### config.mk
export PLATFORM = sky130hd
export DESIGN_NAME = pwm_capture_timer
export DESIGN_NICKNAME = d
export VERILOG_FILES = /design/src/design/pwm_capture_pkg.sv /design/src/design/cap_edge_if.sv /design/src/design/cap_pin_sync.sv /design/src/design/pwm_capture_timer.sv
export SDC_FILE = /design/constraint.sdc
export NUM_CORES = 1
export LEC_CHECK = 0
export ABC_AREA = 1
export ABC_CLOCK_PERIOD_IN_PS = 5400
export BUFFER_PORTS_ARGS = -buffer_cell sky130_fd_sc_hd__buf_2
export CAP_MARGIN = 20
export CORE_MARGIN = 2
export CORE_UTILIZATION = 58
export CTS_CLUSTER_DIAMETER = 30
export DETAILED_ROUTE_END_ITERATION = 12
export PLACE_DENSITY = 0.92
export SLEW_MARGIN = 30
export SYNTH_ARGS = -nofsm -noshare
export SYNTH_HDL_FRONTEND = slang
export SYNTH_SLANG_ARGS = --single-unit
### constraint.sdc
create_clock -name sys_clk_i -period 5.4 [get_ports sys_clk_i]
set_clock_uncertainty 0.15 [all_clocks]
set_input_delay 0.27 -clock sys_clk_i [delete_from_list [all_inputs] [get_ports sys_clk_i]]
set_output_delay 0.27 -clock sys_clk_i [all_outputs]
set_load 0.1 [all_outputs]
### src/design/pwm_capture_pkg.sv
package pwm_capture_pkg;
    // Channel count and widths
    localparam int NUM_CH = 4;
    localparam int CNT_W = 16;
    localparam int PSC_W = 8;
    localparam int DT_W = 8;
    localparam int DIV_W = 4;
    localparam int DSEL_W = 3;
    localparam int SYNC_STAGES = 3;

    // Divider select codes
    localparam logic [DSEL_W-1:0] DIV_1 = 3'h0;
    localparam logic [DSEL_W-1:0] DIV_2 = 3'h1;
    localparam logic [DSEL_W-1:0] DIV_4 = 3'h2;
    localparam logic [DSEL_W-1:0] DIV_8 = 3'h3;
    localparam logic [DSEL_W-1:0] DIV_16 = 3'h4;

    // Capture edge select bits
    localparam int CAP_RISE_BIT = 0;
    localparam int CAP_FALL_BIT = 1;

    // Values after reset
    localparam logic [CNT_W-1:0] CNT_RST = 16'h0000;
    localparam logic [PSC_W-1:0] PSC_RST = 8'h00;
    localparam logic [DIV_W-1:0] DIV_RST = 4'h0;
    localparam logic [DT_W-1:0] DT_RST = 8'h00;
endpackage

### src/design/cap_edge_if.sv
interface cap_edge_if #(
    parameter int N = 4
);
    logic [N-1:0] rise;
    logic [N-1:0] fall;

    modport src (output rise, output fall);
    modport dst (input rise, input fall);
endinterface

### src/design/cap_pin_sync.sv
module cap_pin_sync #(
    parameter int N = 4
) (
    // Clock and reset
    input wire logic sys_clk_i,
    input wire logic rstn_i,
    // Capture pins
    input wire logic [N-1:0] pin_i,
    // Edge pulses
    cap_edge_if.src edge_o
);
    logic [N-1:0] s1;
    logic [N-1:0] s2;
    logic [N-1:0] s3;
    logic [N-1:0] stable;
    logic [N-1:0] rise;
    logic [N-1:0] fall;
    logic [N-1:0] next_stable;
    logic [N-1:0] next_rise;
    logic [N-1:0] next_fall;

    // Accept a change once stages two and three agree
    always_comb
    begin
        next_stable = stable;
        for (int i = 0; i < N; i++)
        begin
            if (s2[i] == s3[i])
            begin
                next_stable[i] = s3[i];
            end
        end
        next_rise = next_stable & ~stable;
        next_fall = ~next_stable & stable;
    end

    always_ff @(posedge sys_clk_i)
    begin
        if (!rstn_i)
        begin
            s1 <= '0;
            s2 <= '0;
            s3 <= '0;
            stable <= '0;
            rise <= '0;
            fall <= '0;
        end
        else
        begin
            s1 <= pin_i;
            s2 <= s1;
            s3 <= s2;
            stable <= next_stable;
            rise <= next_rise;
            fall <= next_fall;
        end
    end

    assign edge_o.rise = rise;
    assign edge_o.fall = fall;
endmodule

### src/design/pwm_capture_timer.sv
// How it works
// RL1: Four output channels, each enabled on its own.
// RL2: Each channel has a 16-bit up-counter and compare setting duty.
// RL3: Independent mode or complementary mode with inverse paired outputs.
// RL4: Complementary mode inserts an 8-bit dead-time gap between outputs.
// RL5: Every channel works as a timer with its own interrupt.
// RL6: An 8-bit prescaler divides the clock ahead of the divider.
// RL7: Divider after prescaler gives ratios 1, 2, 4, 8 or 16.
// RL8: Per-channel polarity select inverts the output waveform.
// RL9: Selected capture edge copies the counter into the capture register.
// RL10: Counter runs one-shot or auto-reload.
// RL11: Four generator interrupts, one per channel.
// RL12: Four capture inputs, each latching a 16-bit counter value.
// RL13: Four capture interrupts, one per capture channel.
// RL14: In and after reset outputs are undriven until configured.
// RL15: Outputs drive only pins whose multiplexer selects the generator.
// RL16: Output active while counter below compare, before polarity.
// RL17: Event flags stay set until cleared by writing one.
// RL18: Dead-time counts prescaled and divided counter ticks.
module pwm_capture_timer #(
    parameter int NUM_CH = pwm_capture_pkg::NUM_CH
) (
    // Clock and reset
    input wire logic sys_clk_i,
    input wire logic rstn_i,
    // Channel control
    input wire logic [NUM_CH-1:0] enable_i,
    input wire logic [NUM_CH-1:0] compl_mode_i,
    input wire logic [NUM_CH-1:0] one_shot_i,
    input wire logic [NUM_CH-1:0] invert_i,
    input wire logic [NUM_CH-1:0] pin_sel_i,
    // Channel timing
    input wire logic [NUM_CH-1:0][pwm_capture_pkg::PSC_W-1:0] prescale_i,
    input wire logic [NUM_CH-1:0][pwm_capture_pkg::DSEL_W-1:0] div_sel_i,
    input wire logic [NUM_CH-1:0][pwm_capture_pkg::CNT_W-1:0] period_i,
    input wire logic [NUM_CH-1:0][pwm_capture_pkg::CNT_W-1:0] compare_i,
    input wire logic [NUM_CH-1:0][pwm_capture_pkg::DT_W-1:0] dead_time_i,
    // Capture control
    input wire logic [NUM_CH-1:0] cap_en_i,
    input wire logic [NUM_CH-1:0][1:0] cap_edge_sel_i,
    input wire logic [NUM_CH-1:0] cap_pin_i,
    // Flag clears, write one to clear
    input wire logic [NUM_CH-1:0] gen_clr_i,
    input wire logic [NUM_CH-1:0] cap_clr_i,
    // Output pins
    output logic [NUM_CH-1:0] pwm_o,
    output logic [NUM_CH-1:0] pwm_oe_o,
    output logic [NUM_CH-1:0] pwm_n_o,
    output logic [NUM_CH-1:0] pwm_n_oe_o,
    // Status
    output logic [NUM_CH-1:0] gen_flag_o,
    output logic [NUM_CH-1:0] cap_flag_o,
    output logic [NUM_CH-1:0] running_o,
    output logic [NUM_CH-1:0][pwm_capture_pkg::CNT_W-1:0] count_o,
    output logic [NUM_CH-1:0][pwm_capture_pkg::CNT_W-1:0] capture_o
);
    typedef logic [pwm_capture_pkg::CNT_W-1:0] cnt_t;
    typedef logic [pwm_capture_pkg::PSC_W-1:0] psc_t;
    typedef logic [pwm_capture_pkg::DIV_W-1:0] div_t;
    typedef logic [pwm_capture_pkg::DT_W-1:0] dt_t;

    cap_edge_if #(.N(NUM_CH)) cap_edge ();

    psc_t [NUM_CH-1:0] psc_cnt;
    div_t [NUM_CH-1:0] div_cnt;
    cnt_t [NUM_CH-1:0] cnt;
    cnt_t [NUM_CH-1:0] cap_val;
    dt_t [NUM_CH-1:0] dt_cnt;
    logic [NUM_CH-1:0] done;
    logic [NUM_CH-1:0] raw_q;
    logic [NUM_CH-1:0] out_p;
    logic [NUM_CH-1:0] out_n;
    logic [NUM_CH-1:0] oe_p;
    logic [NUM_CH-1:0] oe_n;
    logic [NUM_CH-1:0] gen_flag;
    logic [NUM_CH-1:0] cap_flag;
    logic [NUM_CH-1:0] tick;
    logic [NUM_CH-1:0] gen_evt;
    logic [NUM_CH-1:0] running;

    psc_t [NUM_CH-1:0] next_psc_cnt;
    div_t [NUM_CH-1:0] next_div_cnt;
    cnt_t [NUM_CH-1:0] next_cnt;
    cnt_t [NUM_CH-1:0] next_cap_val;
    dt_t [NUM_CH-1:0] next_dt_cnt;
    logic [NUM_CH-1:0] next_done;
    logic [NUM_CH-1:0] next_raw_q;
    logic [NUM_CH-1:0] next_out_p;
    logic [NUM_CH-1:0] next_out_n;
    logic [NUM_CH-1:0] next_oe_p;
    logic [NUM_CH-1:0] next_oe_n;
    logic [NUM_CH-1:0] next_gen_flag;
    logic [NUM_CH-1:0] next_cap_flag;
    logic [NUM_CH-1:0] next_running;

    // Capture pin synchroniser and edge detect
    cap_pin_sync #(.N(NUM_CH)) u_sync (
        .sys_clk_i(sys_clk_i),
        .rstn_i(rstn_i),
        .pin_i(cap_pin_i),
        .edge_o(cap_edge.src)
    );

    // Divider tap for the selected ratio
    function automatic logic div_hit(
        input div_t dc,
        input logic [pwm_capture_pkg::DSEL_W-1:0] sel
    );
        logic hit;
        case (sel)
            pwm_capture_pkg::DIV_1: hit = 1'b1;
            pwm_capture_pkg::DIV_2: hit = dc[0];
            pwm_capture_pkg::DIV_4: hit = &dc[1:0];
            pwm_capture_pkg::DIV_8: hit = &dc[2:0];
            default: hit = &dc[3:0];
        endcase
        return hit;
    endfunction

    // Time base: prescaler, divider and counter
    always_comb
    begin
        logic tick_pre;
        tick_pre = 1'b0;
        tick = '0;
        gen_evt = '0;
        next_psc_cnt = psc_cnt;
        next_div_cnt = div_cnt;
        next_cnt = cnt;
        next_done = done;
        next_running = running;
        for (int i = 0; i < NUM_CH; i++)
        begin
            tick_pre = 1'b0;
            if (!enable_i[i])
            begin
                // Disabled channel holds its time base cleared
                next_psc_cnt[i] = pwm_capture_pkg::PSC_RST; // see RL1
                next_div_cnt[i] = pwm_capture_pkg::DIV_RST;
                next_cnt[i] = pwm_capture_pkg::CNT_RST;
                next_done[i] = 1'b0;
            end
            else
            begin
                // Prescaler divides by value plus one
                tick_pre = (psc_cnt[i] == prescale_i[i]); // see RL6
                next_psc_cnt[i] = tick_pre ? pwm_capture_pkg::PSC_RST
                                           : psc_t'(psc_cnt[i] + 1'b1);
                if (tick_pre)
                begin
                    next_div_cnt[i] = div_t'(div_cnt[i] + 1'b1);
                end
                tick[i] = tick_pre
                          && div_hit(div_cnt[i], div_sel_i[i]); // see RL7
                // Counter with period end event
                if (tick[i] && !done[i])
                begin
                    if (cnt[i] == period_i[i])
                    begin
                        gen_evt[i] = 1'b1; // see RL5
                        if (one_shot_i[i])
                        begin
                            next_done[i] = 1'b1; // see RL10
                        end
                        else
                        begin
                            next_cnt[i] = pwm_capture_pkg::CNT_RST; // see RL10
                        end
                    end
                    else
                    begin
                        next_cnt[i] = cnt_t'(cnt[i] + 1'b1); // see RL2
                    end
                end
            end
            // Running until a one-shot period ends
            next_running[i] = enable_i[i] && !next_done[i]; // see RL10
        end
    end

    always_ff @(posedge sys_clk_i)
    begin
        if (!rstn_i)
        begin
            psc_cnt <= {NUM_CH{pwm_capture_pkg::PSC_RST}};
            div_cnt <= {NUM_CH{pwm_capture_pkg::DIV_RST}};
            cnt <= {NUM_CH{pwm_capture_pkg::CNT_RST}};
            done <= '0;
            running <= '0;
        end
        else
        begin
            psc_cnt <= next_psc_cnt;
            div_cnt <= next_div_cnt;
            cnt <= next_cnt;
            done <= next_done;
            running <= next_running;
        end
    end

    // Compare, dead-time and pin drive
    always_comb
    begin
        logic raw;
        raw = 1'b0;
        next_raw_q = raw_q;
        next_dt_cnt = dt_cnt;
        next_out_p = out_p;
        next_out_n = out_n;
        next_oe_p = oe_p;
        next_oe_n = oe_n;
        for (int i = 0; i < NUM_CH; i++)
        begin
            // Compare stage
            raw = enable_i[i] && !done[i]
                  && (cnt[i] < compare_i[i]); // see RL16
            // Dead-time restarts on every raw transition
            if (raw != raw_q[i])
            begin
                next_raw_q[i] = raw;
                next_dt_cnt[i] = dead_time_i[i]; // see RL4
            end
            else if (tick[i] && dt_cnt[i] != pwm_capture_pkg::DT_RST)
            begin
                next_dt_cnt[i] = dt_t'(dt_cnt[i] - 1'b1); // see RL18
            end
            if (compl_mode_i[i])
            begin
                next_out_p[i] = (raw_q[i] && dt_cnt[i] == '0) ^ invert_i[i];
                next_out_n[i] = (!raw_q[i] && dt_cnt[i] == '0)
                                ^ invert_i[i]; // see RL3
            end
            else
            begin
                next_out_p[i] = raw ^ invert_i[i]; // see RL8
                next_out_n[i] = invert_i[i];
            end
            // Pins driven only when enabled and selected
            next_oe_p[i] = enable_i[i] && pin_sel_i[i]; // see RL15
            next_oe_n[i] = enable_i[i] && pin_sel_i[i]
                           && compl_mode_i[i]; // see RL14
        end
    end

    always_ff @(posedge sys_clk_i)
    begin
        if (!rstn_i)
        begin
            dt_cnt <= {NUM_CH{pwm_capture_pkg::DT_RST}};
            raw_q <= '0;
            out_p <= '0;
            out_n <= '0;
            oe_p <= '0; // see RL14
            oe_n <= '0;
        end
        else
        begin
            dt_cnt <= next_dt_cnt;
            raw_q <= next_raw_q;
            out_p <= next_out_p;
            out_n <= next_out_n;
            oe_p <= next_oe_p;
            oe_n <= next_oe_n;
        end
    end

    // Capture and sticky flags
    always_comb
    begin
        logic cap_evt;
        cap_evt = 1'b0;
        next_cap_val = cap_val;
        next_gen_flag = gen_flag;
        next_cap_flag = cap_flag;
        for (int i = 0; i < NUM_CH; i++)
        begin
            // Capture on chosen edge
            cap_evt = cap_en_i[i]
                && ((cap_edge_sel_i[i][pwm_capture_pkg::CAP_RISE_BIT]
                     && cap_edge.rise[i])
                 || (cap_edge_sel_i[i][pwm_capture_pkg::CAP_FALL_BIT]
                     && cap_edge.fall[i]));
            if (cap_evt)
            begin
                next_cap_val[i] = cnt[i]; // see RL9
            end
            // Sticky flags, set beats clear
            next_gen_flag[i] = (gen_flag[i] && !gen_clr_i[i])
                               || gen_evt[i]; // see RL11, RL17
            next_cap_flag[i] = (cap_flag[i] && !cap_clr_i[i])
                               || cap_evt; // see RL13
        end
    end

    always_ff @(posedge sys_clk_i)
    begin
        if (!rstn_i)
        begin
            cap_val <= {NUM_CH{pwm_capture_pkg::CNT_RST}}; // see RL12
            gen_flag <= '0; // see RL17
            cap_flag <= '0;
        end
        else
        begin
            cap_val <= next_cap_val;
            gen_flag <= next_gen_flag;
            cap_flag <= next_cap_flag;
        end
    end

    // Outputs
    assign pwm_o = out_p;
    assign pwm_n_o = out_n;
    assign pwm_oe_o = oe_p;
    assign pwm_n_oe_o = oe_n;
    assign gen_flag_o = gen_flag;
    assign cap_flag_o = cap_flag;
    assign running_o = running;
    assign count_o = cnt;
    assign capture_o = cap_val;
endmodule

==> results.md <==
- Leakage: 9.92 nW
- Status: complete, no violations
- PnR Total Power: between 0.006 and 0.007 W
- Hold Path Class: input pin to register
- Worst EP required: 5640 ps
- Hold path startpoint: dead_time_i[23]
- PortBufs: 405
- Top_reg_cell synth: dfxtp_1
- WP data arrival: 3320 ps
- Worst rel slew slack: 34.6%
- Max IR drop VDD: roughly 0.00035 V
- Tmin final: between 3000 and 4000 ps
- Worst reg2reg path depth: 11
- Final Hold Vio Count: 0
- CTS max path bufs: 3
- Slew @ Worst Pin: 978 ps
- Die ar.: 28500 µm²
- Vias in the first global route: approximately 18000
- Post-Syn Instances: ~2300
- Die Span Y: 169 µm
- Pin count of the biggest net entering global routing: 63
- Gr ovfl total: 0
- Post-DP HPWL: 32900 µm
- Critical path origin: count_o[11]
- Syn-to-layout area delta: 30.0%
- Area of the multi-input gates: 8750 µm²
- WL final: 53200 µm
- Layout cell share with drive strength beyond 1: 20.1%
- CTS Sinks: 268
- Initial Util: 58.9%
- Cells along the critical path: ha_1 > a21oi_1 > o21ai_0 > nand2_1 > nand2_1 > nor2_1 > nand2_1 > nand2_1 > nand2_1 > o21ai_0 > a21oi_1
- Most frequent CP cell: nand2_1
- Core area: ~27000 µm²
- Cells on Worst Hold Path: 5
- Commonest non-fill, non-tap cell in the layout: nand2_1
- DR vias/cell: 5.76
- Total Routing Usage GR: between 30 and 40%
- Num CTS Buffers: 56
- Syn Nets: 2609
- Initial antenna violation count: 5
- First-pass GRT wire length: 84300 µm
- Final Wtd Congestion: 0.949
- Drt first pass iters: 8
- Row cnt: 60
- EDFF count, synth: 0
- Maxcap violations: 0
- Final-report setup violation count: 0
- Syn Std Cell Area: 15800 µm²
- Async S/R FF share, synth: 0%
- Total Neg Setup Slack: 0 ps
- Post-synthesis sequential area ratio: roughly a third
- DRT iter0 DRCs: 1806
- Library cells used by synthesis: 42
- Seq. cell area: 5370 µm²
- Yosys warnings: 0
- CP max stage cell: dfxtp_1
- Worst Path Class, Setup: register to register
- Commonest non-fill, non-tap cells in the layout: nand2_1 (450), buf_2 (404), inv_1 (305)
- Worst-path clk slew: 50 ps
- Clock latency on the worst-skew pair: 550 ps
- Syn Area/Cell: just under 7 µm²
- Fill count: 1769
- # Post-CTS Setup Buffers: 0
- Fmax: ~320 MHz
- CP Capture Type: register
- Fin crit share: 57.1%
- Clock root cell: clkbuf_16
- Pins Over Slew Limit: 0
- Vias: 17939
- Yosys reg bits: 268
- ANT nets after route: 0
- Drc violations: 0
- Top Ports: 406
- PwrDens: 317 nW/µm²
- Die width: 169 µm
- Crit path max fanout: 14
- RSZ-0062 raised after global routing: false
- Depth of the CTS H-tree: 2
- CTS tree: done
- Critical path startpoint category: register
- CP max stage delay: 560 ps
- Reg2reg start: count_o[11]
- Nets@finish: 3051
- Wirelength per Cell: 17.1 µm
==> synth_stat cells, types with 11 or more instances <==
cell | n | share of area (%)
clkbuf_1 | 28 | 0.67
a21oi_1 | 182 | 5.8
nand3_1 | 171 | 5.4
xor2_1 | 102 | 5.7
or2_2 | 16 | 0.63
xnor2_1 | 53 | 2.9
buf_2 | 25 | 0.79
nor4_1 | 12 | 0.48
ha_1 | 80 | 6.3
dfxtp_1 | 268 | 34
nand4_1 | 72 | 2.9
nor3_1 | 39 | 1.2
nand2_1 | 450 | 11
inv_1 | 305 | 7.3
nor2_1 | 275 | 6.5
buf_4 | 11 | 0.52
o21ai_0 | 99 | 3.1
==> flip-flops by register name (all words and copies together), names as in the netlist, 16 cells and up <==
| name | count |
|---|---|
| capture_o | 64 |
| count_o | 64 |
| dt_cnt | 32 |
| psc_cnt | 32 |
| div_cnt | 16 |
==> cell type report <==
cell class                 instances  area share [%]
multi-input combinational       1612            42.6
sequential                       268            26.2
timing repair buffer             469            13.0
clock buffer                      69            7.42
inverter                         314            5.78
clock inverter                    35            2.85
tap                              341            2.08
antenna                            5          0.0610
==> logic make-up (layout without fill, tap and decap cells) <==
kind of cell               after synthesis  in the layout  share of synthesized area [%]
DFF                                    268            268                           34.0
other                                    0              5                              0
buffers and inverters                  399            887                           10.5
AOI/OAI and AO/OA                      300            300                           9.85
adders and majority gates               80             80                           6.35
and+or+nand+nor                       1077           1077                           30.6
xor gates and xnor gates               155            155                           8.61
==> worst max-delay path, delay by kind of cell, from the launching register on <==
family	cells	cell delay [ps]
and+or+nand+nor	6	1180
AOI/OAI and AO/OA	4	700
DFF	1	560
adders and majority gates	1	330
==> report_power, final <==
part           total, W  internal [W]  switching [W]  leakage (nW)
combinational  0.000588      0.000224       0.000364          6.73
sequential      0.00205       0.00202      0.0000320          2.18
clock           0.00385       0.00268        0.00118          1.02
total           0.00649       0.00492        0.00157          9.92
==> metrics by stage <==
stage,worst slack [ps],util [%],area [µm²],hold slack [ps],instances
final,2320,76.5,20500,40.0,3113
after global routing,2170,76.5,20500,61.7,3112
after CTS,2600,76.5,20500,3.44,3108
after detailed placement,2670,66.3,17800,254,2941
after global placement,2770,66.3,17800,244,2941
after floorplan,2610,-,15800,210,2279
==> worst paths after layout <==
check / slack (ps) / end
worst max-delay path: 2320 / dt_cnt[0]
worst min-delay path: 40 / dt_cnt[23]
worst max register to register: 2320 / dt_cnt[0]
worst min register to register: 260 / u_sync.s2[0]
==> routing by layer <==
layer,up-vias,part of all wire (%),global-route usage [%]
met2,1230,48,61.4
li1,8236,-,-
met1,8108,36,39.5
met5,-,0,0
met4,0,6.9,24.8
met3,365,9.5,8.18
==> what timing repair did <==
item / CTS / global route
resized for setup: 0 / 0
endpoints found under the hold margin: 63 / 0
hold buffers: 63 / 0
No activity file was read; power rests on OpenSTA's default activity.
